File: src/hw/dse_defines.svh
// Offsets, field positions, reset values and timing counts of the distance switch
`ifndef DSE_DEFINES_SVH
`define DSE_DEFINES_SVH

// Clock rate and time figures in their own units
`define DSE_CLK_HZ 125000000
`define DSE_MEAS_MS 8
`define DSE_TOGGLE_HZ 25
`define DSE_SETTLE_S 120
// Derived cycle counts (settle time: longest; toggle guard: rounded up)
`define DSE_MEAS_CYC ((`DSE_CLK_HZ / 1000) * `DSE_MEAS_MS)
`define DSE_TOGGLE_CYC ((`DSE_CLK_HZ + 2 * `DSE_TOGGLE_HZ - 1) / (2 * `DSE_TOGGLE_HZ))
`define DSE_SETTLE_CYC (64'(`DSE_SETTLE_S) * 64'(`DSE_CLK_HZ))

// Byte offsets of the register words
`define DSE_OFS_CTRL 6'h00
`define DSE_OFS_DP1 6'h04
`define DSE_OFS_RP1 6'h08
`define DSE_OFS_DP2 6'h0C
`define DSE_OFS_RP2 6'h10
`define DSE_OFS_REFL 6'h14
`define DSE_OFS_CMD 6'h18
`define DSE_OFS_STAT 6'h1C
`define DSE_OFS_PD 6'h20

// Control word fields
`define DSE_CTRL_MODE 1:0
`define DSE_CTRL_POL 2
`define DSE_CTRL_SYNC 3
`define DSE_CTRL_FILT 5:4
`define DSE_CTRL_STR 9:6
`define DSE_CTRL_IOL 10

// Distances in 0.1 mm units, strength and percentages
`define DSE_HYST 15'h0014
`define DSE_STR_MAX 4'h9
`define DSE_REFL_PCT 22'h0000_0055
`define DSE_OFFS_PCT 22'h0000_006C
`define DSE_PCT_DIV 22'h0000_0064

// Factory values
`define DSE_RST_POL 1'b0
`define DSE_RST_SYNC 1'b0
`define DSE_RST_STR 4'h0
`define DSE_RST_IOL 1'b0

`endif

File: src/hw/dse_pkg.sv
// Types shared by the distance switch evaluation logic
package dse_pkg;
	typedef enum logic [1:0] {mode_point, mode_window, mode_reflect} dse_mode_e;
	typedef enum logic [1:0] {unfiltered_setting, standard_hold_filter, averaging_filter} dse_filter_e;
	typedef enum logic [2:0] {cmd_none, cmd_teach_direct, cmd_teach_offset, cmd_teach_reflect,
		cmd_factory_restore} dse_cmd_e;
endpackage

File: src/hw/dse_top.sv
// Distance switch evaluation: filters, switching decision, teach-in and register slave
// Function
// - Single point mode: output on when distance drops below detect point
// - Window mode: output on only while distance is inside window bounds
// - Reflector mode: output on when object lies between sensor and reflector
// - Reflector mode: object counts only within 0 to 85 % of taught distance
// - Factory restore: point mode, open polarity, range, teach pin, standard filter, zero
// - Pin teach requests ignored while the pin is used for synchronisation
// - Temperature taken at power-up, applied only after 120 seconds
// - Direct teach stores the present distance as detect point
// - Offset teach stores a detect point 8 % farther than present distance
// - With detect point 1 set, output on below that point
// - Output returns inactive only above return point, detect point plus hysteresis
// - Writing point 2 pair enables window; return point 2 nearer than point 2
// - Output polarity selectable as normally open or normally closed
// - Unfiltered setting passes every raw measurement to the decision
// - Standard filter takes approach at once, holds on abrupt retreat
// - Averaging filter decides on the mean over strength-dependent sample count
// - Filter strength ranges from 0 weakest to 9 strongest
// - IO-Link mode sends distance in 0.1 mm with switch state cyclically
// - IO-Link mode disables pin teach and pin synchronisation
// - IO-Link mode starts measurements from the master cycle
// - Hysteresis 2 mm, toggling at most 25 Hz, response within 32 ms
// - Yellow indicator lit while the switched output is active
// - Process word: bit 0 switch state, bits 1 to 15 distance
//
// Our own choices: the Avalon-MM register port and the register offsets.
`include "dse_defines.svh"
`timescale 1ns/1ps
`default_nettype none

module dse_top #(
	parameter logic [14:0] OP_RANGE_DIST = 15'h0FA0, // Factory detect point
	parameter int MEAS_PERIOD_CYC = `DSE_MEAS_CYC, // Free-running measurement period
	parameter int TOGGLE_GUARD_CYC = `DSE_TOGGLE_CYC, // Least spacing of output changes
	parameter longint unsigned SETTLE_CYC = `DSE_SETTLE_CYC // Temperature settle time
) (
	input wire logic clk_i, // System clock
	input wire logic rst_b_i, // Asynchronous reset, active low
	input wire logic [5:0] avs_address_i, // Byte address
	input wire logic avs_read_i, // Read request
	input wire logic avs_write_i, // Write request
	input wire logic [31:0] avs_writedata_i, // Write data
	output logic [31:0] avs_readdata_o, // Read data
	output logic avs_waitrequest_o, // Low for the accepting cycle
	input wire logic meas_valid_i, // Pulse: new raw distance
	input wire logic [14:0] meas_dist_i, // Raw distance, 0.1 mm
	input wire logic temp_valid_i, // Pulse: temperature sample
	input wire logic [11:0] temp_code_i, // Temperature code
	input wire logic com_i, // Multi-function pin, asynchronous
	input wire logic iol_cycle_i, // Pulse: master protocol cycle
	output logic meas_trig_o, // Pulse: start a measurement
	output logic switch_o, // Switched output after polarity
	output logic led_yellow_o, // Yellow indicator
	output logic [15:0] pd_o, // Process data word
	output logic [11:0] temp_comp_o, // Applied compensation value
	output logic temp_applied_o // Compensation in force
);

	dse_pkg::dse_mode_e mode_reg;
	dse_pkg::dse_filter_e filt_reg;
	logic pol_reg, sync_reg, iol_reg;
	logic [3:0] str_reg;
	logic [14:0] dp1_reg, rp1_reg, dp2_reg, rp2_reg, refl_reg;
	logic [14:0] filt_d_reg;
	logic filt_v_reg;
	logic [3:0] hold_cnt_reg, avg_n_reg;
	logic [18:0] acc_reg;
	logic state_reg;
	logic [31:0] guard_cnt_reg, per_cnt_reg;
	logic com_s1_reg, com_s2_reg, com_s3_reg, com_lvl_reg, com_rise_reg;
	logic [11:0] temp_held_reg;
	logic temp_got_reg;
	logic [35:0] settle_cnt_reg;

	// Bus handshake and address decode
	wire bus_req = avs_read_i | avs_write_i;
	wire wr_fire = avs_write_i & ~avs_waitrequest_o;
	wire sel_ctrl = avs_address_i == `DSE_OFS_CTRL;
	wire sel_dp1 = avs_address_i == `DSE_OFS_DP1;
	wire sel_rp1 = avs_address_i == `DSE_OFS_RP1;
	wire sel_dp2 = avs_address_i == `DSE_OFS_DP2;
	wire sel_rp2 = avs_address_i == `DSE_OFS_RP2;
	wire sel_refl = avs_address_i == `DSE_OFS_REFL;
	wire sel_cmd = avs_address_i == `DSE_OFS_CMD;
	wire sel_stat = avs_address_i == `DSE_OFS_STAT;
	wire sel_pd = avs_address_i == `DSE_OFS_PD;

	// Read selection; unmapped words read as zero
	wire [31:0] ctrl_rd = {21'h0_0000, iol_reg, str_reg, filt_reg, sync_reg, pol_reg, mode_reg};
	wire [31:0] rd_mux = sel_ctrl ? ctrl_rd :
		sel_dp1 ? {17'h0_0000, dp1_reg} :
		sel_rp1 ? {17'h0_0000, rp1_reg} :
		sel_dp2 ? {17'h0_0000, dp2_reg} :
		sel_rp2 ? {17'h0_0000, rp2_reg} :
		sel_refl ? {17'h0_0000, refl_reg} :
		sel_stat ? {15'h0000, temp_applied_o, filt_d_reg, led_yellow_o} :
		sel_pd ? {16'h0000, pd_o} : 32'h0000_0000;

	// One wait cycle per access; read data stand at the accepting edge
	always_ff @(posedge clk_i or negedge rst_b_i)
	begin
		if (!rst_b_i)
		begin
			avs_waitrequest_o <= 1'b1;
			avs_readdata_o <= 32'h0000_0000;
		end
		else
		begin
			avs_waitrequest_o <= !(bus_req && avs_waitrequest_o);
			if (avs_read_i && avs_waitrequest_o)
				avs_readdata_o <= rd_mux;
		end
	end

	// Pin synchroniser; a level counts once stages two and three agree
	always_ff @(posedge clk_i or negedge rst_b_i)
	begin
		if (!rst_b_i)
		begin
			com_s1_reg <= 1'b0;
			com_s2_reg <= 1'b0;
			com_s3_reg <= 1'b0;
			com_lvl_reg <= 1'b0;
			com_rise_reg <= 1'b0;
		end
		else
		begin
			com_s1_reg <= com_i;
			com_s2_reg <= com_s1_reg;
			com_s3_reg <= com_s2_reg;
			if (com_s2_reg == com_s3_reg)
				com_lvl_reg <= com_s3_reg;
			com_rise_reg <= (com_s2_reg == com_s3_reg) && com_s3_reg && !com_lvl_reg;
		end
	end

	// Commands; the pin only teaches when it is neither sync nor in IO-Link mode
	wire cmd_fire = wr_fire & sel_cmd;
	wire [2:0] cmd_code = avs_writedata_i[2:0];
	wire pin_teach = com_rise_reg && !sync_reg && !iol_reg;
	wire do_factory = cmd_fire && cmd_code == dse_pkg::cmd_factory_restore;
	wire do_direct = (cmd_fire && cmd_code == dse_pkg::cmd_teach_direct) || pin_teach;
	wire do_offset = cmd_fire && cmd_code == dse_pkg::cmd_teach_offset;
	wire do_refl = cmd_fire && cmd_code == dse_pkg::cmd_teach_reflect;

	// Taught points; saturation keeps far targets from wrapping to near ones
	wire [21:0] offs_q = (22'(filt_d_reg) * `DSE_OFFS_PCT) / `DSE_PCT_DIV;
	wire [14:0] offs_dist = (|offs_q[21:15]) ? 15'h7FFF : offs_q[14:0];
	wire [15:0] dir_ret = 16'(filt_d_reg) + 16'(`DSE_HYST);
	wire [15:0] offs_ret = 16'(offs_dist) + 16'(`DSE_HYST);
	wire [14:0] dir_rp = dir_ret[15] ? 15'h7FFF : dir_ret[14:0];
	wire [14:0] offs_rp = offs_ret[15] ? 15'h7FFF : offs_ret[14:0];
	wire [3:0] str_wr = (avs_writedata_i[`DSE_CTRL_STR] > `DSE_STR_MAX) ?
		`DSE_STR_MAX : avs_writedata_i[`DSE_CTRL_STR];
	wire [1:0] mode_raw = avs_writedata_i[`DSE_CTRL_MODE];
	wire [1:0] filt_raw = avs_writedata_i[`DSE_CTRL_FILT];
	wire dse_pkg::dse_mode_e mode_wr = (mode_raw == 2'h3) ? dse_pkg::mode_point :
		dse_pkg::dse_mode_e'(mode_raw);
	wire dse_pkg::dse_filter_e filt_wr = (filt_raw == 2'h3) ? dse_pkg::standard_hold_filter :
		dse_pkg::dse_filter_e'(filt_raw);

	// Configuration: factory restore beats teach, teach beats bus write
	always_ff @(posedge clk_i or negedge rst_b_i)
	begin
		if (!rst_b_i)
		begin
			mode_reg <= dse_pkg::mode_point;
			pol_reg <= `DSE_RST_POL;
			sync_reg <= `DSE_RST_SYNC;
			filt_reg <= dse_pkg::standard_hold_filter;
			str_reg <= `DSE_RST_STR;
			iol_reg <= `DSE_RST_IOL;
			dp1_reg <= OP_RANGE_DIST;
			rp1_reg <= 15'(OP_RANGE_DIST + `DSE_HYST);
			dp2_reg <= 15'h0000;
			rp2_reg <= 15'h0000;
			refl_reg <= OP_RANGE_DIST;
		end
		else if (do_factory)
		begin
			mode_reg <= dse_pkg::mode_point;
			pol_reg <= `DSE_RST_POL;
			sync_reg <= `DSE_RST_SYNC;
			filt_reg <= dse_pkg::standard_hold_filter;
			str_reg <= `DSE_RST_STR;
			iol_reg <= `DSE_RST_IOL;
			dp1_reg <= OP_RANGE_DIST;
			rp1_reg <= 15'(OP_RANGE_DIST + `DSE_HYST);
			dp2_reg <= 15'h0000;
			rp2_reg <= 15'h0000;
			refl_reg <= OP_RANGE_DIST;
		end
		else if (do_direct || do_offset)
		begin
			mode_reg <= dse_pkg::mode_point;
			dp1_reg <= do_offset ? offs_dist : filt_d_reg;
			rp1_reg <= do_offset ? offs_rp : dir_rp;
		end
		else if (do_refl)
		begin
			mode_reg <= dse_pkg::mode_reflect;
			refl_reg <= filt_d_reg;
		end
		else if (wr_fire)
		begin
			if (sel_ctrl)
			begin
				mode_reg <= mode_wr;
				pol_reg <= avs_writedata_i[`DSE_CTRL_POL];
				sync_reg <= avs_writedata_i[`DSE_CTRL_SYNC];
				filt_reg <= filt_wr;
				str_reg <= str_wr;
				iol_reg <= avs_writedata_i[`DSE_CTRL_IOL];
			end
			if (sel_dp1)
				dp1_reg <= avs_writedata_i[14:0];
			if (sel_rp1)
				rp1_reg <= avs_writedata_i[14:0];
			if (sel_dp2 || sel_rp2)
				mode_reg <= dse_pkg::mode_window;
			if (sel_dp2)
				dp2_reg <= avs_writedata_i[14:0];
			if (sel_rp2)
				rp2_reg <= avs_writedata_i[14:0];
			if (sel_refl)
				refl_reg <= avs_writedata_i[14:0];
		end
	end

	// Measurement start: master cycle, sync pin edge, or own period
	wire per_end = per_cnt_reg >= 32'(MEAS_PERIOD_CYC - 1);
	wire trig_src = iol_reg ? iol_cycle_i : (sync_reg ? com_rise_reg : per_end);
	always_ff @(posedge clk_i or negedge rst_b_i)
	begin
		if (!rst_b_i)
		begin
			per_cnt_reg <= 32'h0000_0000;
			meas_trig_o <= 1'b0;
		end
		else
		begin
			per_cnt_reg <= per_end ? 32'h0000_0000 : per_cnt_reg + 32'h0000_0001;
			meas_trig_o <= trig_src;
		end
	end

	// Filter stage: strength sets hold length or averaging count
	wire take_std = (meas_dist_i <= filt_d_reg) || (hold_cnt_reg >= str_reg);
	wire [18:0] acc_sum = acc_reg + 19'(meas_dist_i);
	wire avg_last = avg_n_reg >= str_reg;
	wire [18:0] avg_q = acc_sum / 19'(str_reg + 4'h1);
	wire is_avg = filt_reg == dse_pkg::averaging_filter;
	wire is_std = filt_reg == dse_pkg::standard_hold_filter;
	wire [14:0] filt_d_next = is_avg ? avg_q[14:0] :
		(is_std && !take_std) ? filt_d_reg : meas_dist_i;
	always_ff @(posedge clk_i or negedge rst_b_i)
	begin
		if (!rst_b_i)
		begin
			filt_d_reg <= 15'h7FFF;
			filt_v_reg <= 1'b0;
			hold_cnt_reg <= 4'h0;
			avg_n_reg <= 4'h0;
			acc_reg <= 19'h0_0000;
		end
		else
		begin
			filt_v_reg <= meas_valid_i && (!is_avg || avg_last);
			if (meas_valid_i && (!is_avg || avg_last))
				filt_d_reg <= filt_d_next;
			if (meas_valid_i)
			begin
				hold_cnt_reg <= (take_std || !is_std) ? 4'h0 : hold_cnt_reg + 4'h1;
				avg_n_reg <= (avg_last || !is_avg) ? 4'h0 : avg_n_reg + 4'h1;
				acc_reg <= (avg_last || !is_avg) ? 19'h0_0000 : acc_sum;
			end
		end
	end

	// Switching decision with hysteresis per mode
	wire [21:0] refl_thr_w = (22'(refl_reg) * `DSE_REFL_PCT) / `DSE_PCT_DIV;
	wire [14:0] refl_thr = refl_thr_w[14:0];
	wire [15:0] refl_off = 16'(refl_thr) + 16'(`DSE_HYST);
	wire on_pt = filt_d_reg < dp1_reg;
	wire off_pt = filt_d_reg > rp1_reg;
	wire on_win = on_pt && filt_d_reg > dp2_reg;
	wire off_win = off_pt || filt_d_reg < rp2_reg;
	wire on_ref = filt_d_reg <= refl_thr;
	wire off_ref = 16'(filt_d_reg) > refl_off;
	wire on_sel = (mode_reg == dse_pkg::mode_window) ? on_win :
		(mode_reg == dse_pkg::mode_reflect) ? on_ref : on_pt;
	wire off_sel = (mode_reg == dse_pkg::mode_window) ? off_win :
		(mode_reg == dse_pkg::mode_reflect) ? off_ref : off_pt;
	wire eval_next = on_sel ? 1'b1 : (off_sel ? 1'b0 : state_reg);
	wire change_ok = (eval_next != state_reg) && (guard_cnt_reg == 32'h0000_0000);
	wire state_upd = change_ok ? eval_next : state_reg;

	// Output, indicator and process word move together; guard caps toggle rate
	always_ff @(posedge clk_i or negedge rst_b_i)
	begin
		if (!rst_b_i)
		begin
			state_reg <= 1'b0;
			guard_cnt_reg <= 32'h0000_0000;
			switch_o <= `DSE_RST_POL;
			led_yellow_o <= 1'b0;
			pd_o <= 16'h0000;
		end
		else
		begin
			if (filt_v_reg && change_ok)
				guard_cnt_reg <= 32'(TOGGLE_GUARD_CYC);
			else if (guard_cnt_reg != 32'h0000_0000)
				guard_cnt_reg <= guard_cnt_reg - 32'h0000_0001;
			if (filt_v_reg)
			begin
				state_reg <= state_upd;
				switch_o <= state_upd ^ pol_reg;
				led_yellow_o <= state_upd;
				pd_o <= {filt_d_reg, state_upd};
			end
		end
	end

	// Temperature: first sample is held, applied only after the settle time
	wire settle_done = settle_cnt_reg >= 36'(SETTLE_CYC);
	always_ff @(posedge clk_i or negedge rst_b_i)
	begin
		if (!rst_b_i)
		begin
			settle_cnt_reg <= 36'h0_0000_0000;
			temp_held_reg <= 12'h000;
			temp_got_reg <= 1'b0;
			temp_comp_o <= 12'h000;
			temp_applied_o <= 1'b0;
		end
		else
		begin
			if (!settle_done)
				settle_cnt_reg <= settle_cnt_reg + 36'h0_0000_0001;
			if (temp_valid_i && !temp_got_reg)
			begin
				temp_held_reg <= temp_code_i;
				temp_got_reg <= 1'b1;
			end
			if (settle_done && temp_got_reg)
			begin
				temp_comp_o <= temp_held_reg;
				temp_applied_o <= 1'b1;
			end
		end
	end
endmodule // dse_top

`default_nettype wire

File: config.mk
export PLATFORM = sky130hd
export DESIGN_NAME = dse_top
export DESIGN_NICKNAME = d
export VERILOG_FILES = /design/src/hw/dse_pkg.sv /design/src/hw/dse_top.sv
export VERILOG_INCLUDE_DIRS = /design/src /design/src/hw
export SDC_FILE = /design/constraint.sdc
export NUM_CORES = 1
export LEC_CHECK = 0
export CAP_MARGIN = 40
export CORE_MARGIN = 2
export CORE_UTILIZATION = 63
export CTS_CLUSTER_DIAMETER = 50
export CTS_CLUSTER_SIZE = 24
export DETAILED_ROUTE_END_ITERATION = 10
export DONT_BUFFER_PORTS = 1
export GPL_TIMING_DRIVEN = 0
export PLACE_DENSITY = 0.79
export REMOVE_ABC_BUFFERS = 1
export SLEW_MARGIN = 15
export SYNTH_ARGS = -nofsm -noshare
export SYNTH_HDL_FRONTEND = slang
export SYNTH_SLANG_ARGS = --single-unit
File: constraint.sdc
create_clock -name clk_i -period 77.3 [get_ports clk_i]
set_clock_uncertainty 0.05 [all_clocks]
set_input_delay 3.865 -clock clk_i [delete_from_list [all_inputs] [get_ports clk_i]]
set_output_delay 3.865 -clock clk_i [all_outputs]
set_load 0.05 [all_outputs]
==> results_tabular.tex, run 1 <==
\begin{tabular}{lr}
\hline
Metric & Value \\
\hline
\multicolumn{2}{l}{\textbf{Run status}} \\
Result of the run & complete, no violations \\
\multicolumn{2}{l}{\textbf{CTS}} \\
Count of clock tree sinks & 296 \\
Post-CTS clock slew at the launch and capture registers of the worst setup and hold paths & 90 ps \\
H-Tree Depth & 1 \\
Worst-skew pair later-pin latency & 600 ps \\
Number of setup buffers added after CTS & 0 \\
Number of buffers on the longest clock path & 3 \\
Clock tree from TritonCTS & yes \\
Num CTS Buffers & 30 \\
Post-CTS sizing & 0 \\
Cts-stage hold buffer count & 0 \\
CTS Root Cell & sky130\_fd\_sc\_hd\_\_clkbuf\_16 \\
\multicolumn{2}{l}{\textbf{Hold path}} \\
Worst Hold Endpoint & settle\_cnt\_reg[35] \\
Launch instance of the worst min-delay path & settle\_cnt\_reg[35] \\
Hold/Removal Path Class & register to register \\
Number of cells on the worst hold path & 0 \\
\multicolumn{2}{l}{\textbf{Worst setup path}} \\
R2R Path Start & acc\_reg[0] \\
Category of the critical setup timing path & primary input to register \\
End of the worst register-to-register path & filt\_d\_reg[0] \\
Reg2Reg Setup Slack & 31340 ps \\
Required @ worst endpoint & 77760 ps \\
Peak fanout along the critical path & 13 \\
Sort of element at the end of the critical path & register \\
Worst-path cell with the longest stage delay & sky130\_fd\_sc\_hd\_\_nor3\_2 \\
Top cell by count, worst path & sky130\_fd\_sc\_hd\_\_o21a\_1 \\
Stage delay of the slowest cell on the critical path & 700 ps \\
Critical path startpoint category & primary input \\
Arrival time at the worst endpoint & 49300 ps \\
Worst r2r path cells & 195 \\
\multicolumn{2}{l}{\textbf{STA}} \\
Final-report max-slew violation count & 0 \\
Ratio of final minimum period to clock period & 63.2\% \\
Pin slew with the least headroom to its limit & 919 ps \\
Maximum clock rate & 20.5 MHz \\
\# setup viols final & 0 \\
Tightest slew margin relative to the limit & 38.5\% \\
RSZ-0062 raised after global routing & false \\
Endpoints failing hold & 0 \\
Setup total negative slack & 0 ps \\
Time the final worst path needs with I/O delays and setup & 48840 ps \\
\multicolumn{2}{l}{\textbf{Placed design}} \\
Dpl hpwl & 73.9 mm \\
Count of input and output buffers & 0 \\
Final weighted congestion in routability-driven placement & 0.992 \\
\multicolumn{2}{l}{\textbf{Run}} \\
Max-cap violations & 0 \\
\multicolumn{2}{l}{\textbf{Global routing}} \\
Number of global-route vias before repair & 31.0k \\
GRT Total Usage & 32.9\% \\
Total gr overflow & 0 \\
Global-route wire length before repair & 156 mm \\
Antenna violations before repair & 4 \\
Largest net degree at the start of global routing & 297 \\
\multicolumn{2}{l}{\textbf{Drt}} \\
Number of vias after detailed routing & 33.4k \\
Iteration-0 DRC Markers & 2807 \\
Residual DRC count & 0 \\
Total Routed Length & 95.7 mm \\
First drt pass iteration count & 6 \\
Remaining antenna violation count & 0 \\
Mean number of vias per cell & 6.53 \\
Post-DR wirelength/cell & 18.7 um \\
\multicolumn{2}{l}{\textbf{Cells and area}} \\
Highest-count cells in the layout ignoring fill and taps & 439 x sky130\_fd\_sc\_hd\_\_nand2\_1, 387 x sky130\_fd\_sc\_hd\_\_nor2\_1, 321 x sky130\_fd\_sc\_hd\_\_ha\_1, 311 x sky130\_fd\_sc\_hd\_\_inv\_1, 304 x sky130\_fd\_sc\_hd\_\_o21ai\_0 \\
Fill count & 4633 \\
Footprint of the multi-input gates & 0.0255 mm2 \\
Most common cell after layout, fill and taps aside & sky130\_fd\_sc\_hd\_\_nand2\_1 \\
Number of flip-flops in the largest register & 36 \\
Utilization after layout & 67.7\% \\
Layout cell share with drive strength beyond 1 & 7.34\% \\
Area overhead of the layout relative to synthesis & 5.69\% \\
FF+latch area & 0.00745 mm2 \\
Number of nets at the end of the flow & 4832 \\
\multicolumn{2}{l}{\textbf{Floorplanning}} \\
Core Rows & 85 \\
Die height & 239 um \\
Starting utilization of the core area & 64.0\% \\
Number of primary I/O pins & 138 \\
Area enclosed by the die boundary & 0.0569 mm2 \\
DIE WIDTH & 239 um \\
Area of the core & 0.0541 mm2 \\
\multicolumn{2}{l}{\textbf{Yosys}} \\
Total standard cell area after synthesis & 0.0347 mm2 \\
Syn. warnings & 0 \\
Register bit count reported by yosys & 296 \\
Mapped Cells & 4439 \\
EDFF count, synth & 0 \\
Primary flip-flop cell chosen by synthesis mapping & sky130\_fd\_sc\_hd\_\_dfrtp\_1 \\
Syn avg cell area & 7.81 um2 \\
Share of flip-flops with an asynchronous set or reset after synthesis & 100\% \\
Main area contributors after synthesis & sky130\_fd\_sc\_hd\_\_dfrtp\_1 19\%, sky130\_fd\_sc\_hd\_\_ha\_1 12\%, sky130\_fd\_sc\_hd\_\_nand2\_1 4.8\% \\
Synth unique cells & 117 \\
Area fraction of the dominant cell type after synthesis & 18.7\% \\
Fraction of the yosys area taken by sequential cells & 21.5\% \\
Library cell with the largest summed area after synthesis & sky130\_fd\_sc\_hd\_\_dfrtp\_1 \\
\hline
\end{tabular}
-- area by class of cell --
class,instances,share of cell area [%]
Timing Repair Buffer,41,1.25
Sequential cell,296,20.3
Multi-Input combinational cell,3706,69.6
Tap cell,696,2.38
Clock buffer,31,2.12
Clock inverter,25,1.08
Antenna cell,1,0.00683
Inverter,317,3.25
-- logic make-up after synthesis --
| group | synth area share (%) |
|---|---|
| AO/OA/AOI/OAI | 26.5 |
| adder cells (fa/ha/maj) | 14.4 |
| other | 0.0108 |
| flip-flops | 21.5 |
| multiplexers | 3.61 |
| XOR/XNOR | 6.29 |
| buffers and inverters | 5.37 |
| AND/OR/NAND/NOR | 22.2 |
-- metrics by stage --
stage	hold slack, ps	area (um2)	instances	setup WS (ps)
finish	337	36600	5113	28460
global route	358	36600	5112	24040
CTS	343	36600	5106	29080
detailed placement	321	35400	5050	28650
global placement	317	35000	5015	28860
floorplan	281	34100	4319	35260
-- worst max path at each step --
stage                   startpoint            end  slack (ps)  cells past startpoint
finish              meas_dist_i[0]  filt_d_reg[0]       28460                    195
global route        meas_dist_i[0]  filt_d_reg[0]       24040                    199
CTS                 meas_dist_i[0]  filt_d_reg[0]       29080                    195
detailed placement  meas_dist_i[0]  filt_d_reg[0]       28650                    195
global placement    meas_dist_i[0]  filt_d_reg[0]       28860                    193
floorplan           meas_dist_i[0]  filt_d_reg[0]       35260                    192
-- critical path: cells and delay by family --
kind | cells | cell delay [ps]
muxes | 5 | 1560
buffers and inverters | 6 | 1010
AOI/OAI and AO/OA | 105 | 21650
and+or+nand+nor | 58 | 14890
adders and majority gates | 21 | 6160
-- layer usage --
layer,part of all wire (%),track usage (%),vias to the layer above
met1,44,44.3,15800
met2,44,53.4,1240
li1,-,-,16200
met4,3.3,9.72,4
met5,0.024,0,-
met3,8.6,6.77,191
-- cells in the mapped netlist, types with 17 or more instances --
master	instances
sky130_fd_sc_hd__nor4_1	36
sky130_fd_sc_hd__nor2b_1	56
sky130_fd_sc_hd__dfrtp_1	259
sky130_fd_sc_hd__nand3_1	147
sky130_fd_sc_hd__and3_1	41
sky130_fd_sc_hd__buf_4	19
sky130_fd_sc_hd__nand2_1	439
sky130_fd_sc_hd__inv_1	311
sky130_fd_sc_hd__nor3_1	142
sky130_fd_sc_hd__a211oi_1	82
sky130_fd_sc_hd__nor2_1	388
sky130_fd_sc_hd__ha_1	321
sky130_fd_sc_hd__or2_2	28
sky130_fd_sc_hd__o211ai_1	56
sky130_fd_sc_hd__mux2_2	67
sky130_fd_sc_hd__fa_1	46
sky130_fd_sc_hd__dfstp_2	37
sky130_fd_sc_hd__o211a_1	18
sky130_fd_sc_hd__xor2_1	82
sky130_fd_sc_hd__nand2b_1	70
sky130_fd_sc_hd__a221oi_1	19
sky130_fd_sc_hd__mux2i_1	47
sky130_fd_sc_hd__and2_1	40
sky130_fd_sc_hd__or4_1	17
sky130_fd_sc_hd__nand4_1	58
sky130_fd_sc_hd__xnor2_1	165
sky130_fd_sc_hd__o21a_1	84
sky130_fd_sc_hd__a31oi_1	35
sky130_fd_sc_hd__a211o_1	17
sky130_fd_sc_hd__or3_1	45
sky130_fd_sc_hd__a22oi_1	38
sky130_fd_sc_hd__o21ai_1	23
sky130_fd_sc_hd__buf_2	23
sky130_fd_sc_hd__o22ai_1	47
sky130_fd_sc_hd__a21o_1	79
sky130_fd_sc_hd__a21oi_1	267
sky130_fd_sc_hd__o21ai_0	305
sky130_fd_sc_hd__clkbuf_1	95
sky130_fd_sc_hd__o31ai_1	47
Power of run 1 is not shown: default switching activity piles up to over one toggle a cycle in this logic, so the estimate is an artifact.
==> inputs of run 2 (changes only) <==
ABC_AREA = 1   (was unset)
CORE_UTILIZATION = 60   (was 63)
clock period = 41.7 ns   (was 77.3 ns; I/O delays follow)
==> results_tabular.tex, run 2 <==
\begin{tabular}{lr}
\hline
Metric & Value \\
\hline
\multicolumn{2}{l}{\textbf{Run status}} \\
Result of the run & complete, no violations \\
\multicolumn{2}{l}{\textbf{Worst setup path}} \\
R2R Path Start & acc\_reg[4] \\
Required @ worst endpoint & 42140 ps \\
Worst-path cell with the longest stage delay & sky130\_fd\_sc\_hd\_\_nor2\_1 \\
Top cell by count, worst path & sky130\_fd\_sc\_hd\_\_nand2\_1 \\
Critical path startpoint category & primary input \\
Stage delay of the slowest cell on the critical path & 630 ps \\
End of the worst register-to-register path & filt\_d\_reg[0] \\
Path length in cells of the critical path & 223 \\
Worst path bufs/invs & 32 \\
Arrival time at the worst endpoint & 37250 ps \\
Peak fanout along the critical path & 19 \\
Gate family responsible for the most delay along the worst path & simple AND/OR/NAND/NOR gates \\
Reg2Reg Setup Slack & 6010 ps \\
Worst r2r path cells & 223 \\
Category of the critical setup timing path & primary input to register \\
Sort of element at the end of the critical path & register \\
\multicolumn{2}{l}{\textbf{CTS}} \\
Num CTS Buffers & 40 \\
Post-CTS sizing & 0 \\
H-Tree Depth & 2 \\
Worst-skew pair later-pin latency & 590 ps \\
Count of clock tree sinks & 296 \\
Clock tree from TritonCTS & yes \\
Cts-stage hold buffer count & 0 \\
Number of setup buffers added after CTS & 0 \\
CTS Root Cell & sky130\_fd\_sc\_hd\_\_clkbuf\_16 \\
Number of buffers on the longest clock path & 3 \\
Post-CTS clock slew at the launch and capture registers of the worst setup and hold paths & 70 ps \\
\multicolumn{2}{l}{\textbf{Floorplanning}} \\
Number of primary I/O pins & 138 \\
Area enclosed by the die boundary & 0.0579 mm2 \\
Core Rows & 86 \\
DIE WIDTH & 241 um \\
Die height & 241 um \\
Starting utilization of the core area & 60.9\% \\
Area of the core & 0.0552 mm2 \\
\multicolumn{2}{l}{\textbf{Yosys}} \\
Commonest cells in the netlist & 1245 x sky130\_fd\_sc\_hd\_\_nand2\_1, 845 x sky130\_fd\_sc\_hd\_\_inv\_1, 398 x sky130\_fd\_sc\_hd\_\_nor2\_1, 326 x sky130\_fd\_sc\_hd\_\_nand3\_1, 321 x sky130\_fd\_sc\_hd\_\_ha\_1 \\
Share of flip-flops with an asynchronous set or reset after synthesis & 100\% \\
Library cell with the largest summed area after synthesis & sky130\_fd\_sc\_hd\_\_dfrtp\_1 \\
Area fraction of the dominant cell type after synthesis & 19.3\% \\
Primary flip-flop cell chosen by synthesis mapping & sky130\_fd\_sc\_hd\_\_dfrtp\_1 \\
Main area contributors after synthesis & sky130\_fd\_sc\_hd\_\_dfrtp\_1 19\%, sky130\_fd\_sc\_hd\_\_nand2\_1 14\%, sky130\_fd\_sc\_hd\_\_ha\_1 12\% \\
Syn. warnings & 0 \\
Total standard cell area after synthesis & 0.0336 mm2 \\
Mapped Cells & 5038 \\
EDFF count, synth & 0 \\
Synth unique cells & 68 \\
Fraction of the yosys area taken by sequential cells & 22.2\% \\
Most common cell in the netlist & sky130\_fd\_sc\_hd\_\_nand2\_1 \\
Syn avg cell area & 6.67 um2 \\
Register bit count reported by yosys & 296 \\
\multicolumn{2}{l}{\textbf{Cells and area}} \\
Highest-count cells in the layout ignoring fill and taps & 1245 x sky130\_fd\_sc\_hd\_\_nand2\_1, 845 x sky130\_fd\_sc\_hd\_\_inv\_1, 397 x sky130\_fd\_sc\_hd\_\_nor2\_1, 326 x sky130\_fd\_sc\_hd\_\_nand3\_1, 321 x sky130\_fd\_sc\_hd\_\_ha\_1 \\
Most common cell after layout, fill and taps aside & sky130\_fd\_sc\_hd\_\_nand2\_1 \\
Final antenna diode count & 0 \\
Total non-filler cell area in the finished layout & 0.0360 mm2 \\
Layout cell share with drive strength beyond 1 & 8.28\% \\
Number of nets at the end of the flow & 5493 \\
Fill count & 5014 \\
Number of flip-flops in the largest register & 36 \\
Utilization after layout & 65.2\% \\
Area overhead of the layout relative to synthesis & 7.15\% \\
\multicolumn{2}{l}{\textbf{Drt}} \\
Remaining antenna violation count & 0 \\
Post-DR wirelength/cell & 15.6 um \\
Number of vias after detailed routing & 32.6k \\
Mean number of vias per cell & 5.60 \\
Total Routed Length & 90.9 mm \\
First drt pass iteration count & 6 \\
Iteration-0 DRC Markers & 2506 \\
Residual DRC count & 0 \\
\multicolumn{2}{l}{\textbf{Run}} \\
Max-cap violations & 0 \\
\multicolumn{2}{l}{\textbf{Hold path}} \\
Worst Hold Endpoint & com\_s2\_reg \\
Launch instance of the worst min-delay path & com\_s1\_reg \\
Number of cells on the worst hold path & 0 \\
Hold/Removal Path Class & register to register \\
\multicolumn{2}{l}{\textbf{STA}} \\
Setup total negative slack & 0 ps \\
Tightest slew margin relative to the limit & 39.0\% \\
Maximum clock rate & 27.2 MHz \\
RSZ-0062 raised after global routing & false \\
\# setup viols final & 0 \\
Time the final worst path needs with I/O delays and setup & 36810 ps \\
Pin slew with the least headroom to its limit & 892 ps \\
Endpoints failing hold & 0 \\
Worst setup slack after layout & 4890 ps \\
Ratio of final minimum period to clock period & 88.3\% \\
Final-report max-slew violation count & 0 \\
\multicolumn{2}{l}{\textbf{Global routing}} \\
Antenna violations before repair & 2 \\
Largest net degree at the start of global routing & 297 \\
Total gr overflow & 0 \\
Global-route wire length before repair & 148 mm \\
GRT Total Usage & 31.5\% \\
Number of global-route vias before repair & 30.6k \\
\multicolumn{2}{l}{\textbf{Placed design}} \\
Setup WS pre-CTS & 4710 ps \\
Placed Instance Area & 0.0346 mm2 \\
Final weighted congestion in routability-driven placement & 1.00 \\
Dpl hpwl & 71.4 mm \\
Count of input and output buffers & 0 \\
\hline
\end{tabular}
[run 2: cell types whose count changed after synthesis, sizes merged, moves of 74 or more]
cell	previous run	this run
o21a	84	10
nand2	439	1348
nand4	58	151
nor3	150	73
inv	316	867
xnor2	166	46
nand3	148	368
[run 2: cell families (layout without fill, tap and decap cells)]
logic type | count (synthesis) | after routing | synth area share [%]
multiplexers | 25 | 25 | 0.838
other | 1 | 27 | 0.0112
AO/OA/AOI/OAI | 755 | 755 | 12.9
adder cells (fa/ha/maj) | 367 | 367 | 14.7
buffers and inverters | 950 | 971 | 11.0
XOR/XNOR | 184 | 184 | 4.80
AND/OR/NAND/NOR | 2460 | 2460 | 33.6
flip-flops | 296 | 296 | 22.2
[run 2: layer usage]
| layer | part of all wire [%] | track usage (%) | up-vias | routed length [um] |
|---|---|---|---|---|
| li1 | - | - | 16500 | - |
| met1 | 43 | 40.4 | 14900 | 38900 |
| met2 | 45 | 52.0 | 970 | 40800 |
| met3 | 7.9 | 5.81 | 254 | 7150 |
| met4 | 4.5 | 13.5 | 4 | 4100 |
| met5 | 0.031 | 0 | - | 28 |
[run 2: per-stage QoR]
step                      hold WS (ps)  instances
after global routing               313       5833
after CTS                          303       5832
after detailed placement           286       5758
after global placement             284       5736
final                              300       5833
after floorplan                    281       4988
[run 2: worst max-delay path by stage]
stage	start	to	slack [ps]
floorplan	meas_dist_i[5]	filt_d_reg[0]	10080
global placement	meas_dist_i[4]	filt_d_reg[0]	5200
detailed placement	meas_dist_i[4]	filt_d_reg[0]	4710
CTS	meas_dist_i[4]	filt_d_reg[0]	5180
global route	meas_dist_i[3]	filt_d_reg[0]	970
finish	meas_dist_i[4]	filt_d_reg[0]	4890
[run 2: worst register-to-register path: cells and delay by family (launching register included)]
| family | cells | cell delay (ps) |
|---|---|---|
| buffers and inverters | 32 | 3590 |
| adder cells (fa/ha/maj) | 20 | 6330 |
| flip-flops | 1 | 390 |
| AO/OA/AOI/OAI | 59 | 10230 |
| AND/OR/NAND/NOR | 112 | 14980 |
[run 2: final cells by class]
type / count / area [um2] / area share [%]
clock buffers: 42 / 1040 / 2.89
well taps: 748 / 936 / 2.60
repair buffers: 23 / 303 / 0.841
clock inverters: 32 / 394 / 1.09
multi-input cells: 3818 / 22600 / 62.8
flip-flops and latches: 296 / 7450 / 20.7
inverters: 874 / 3280 / 9.11
Power of run 2 is left out for the same reason.
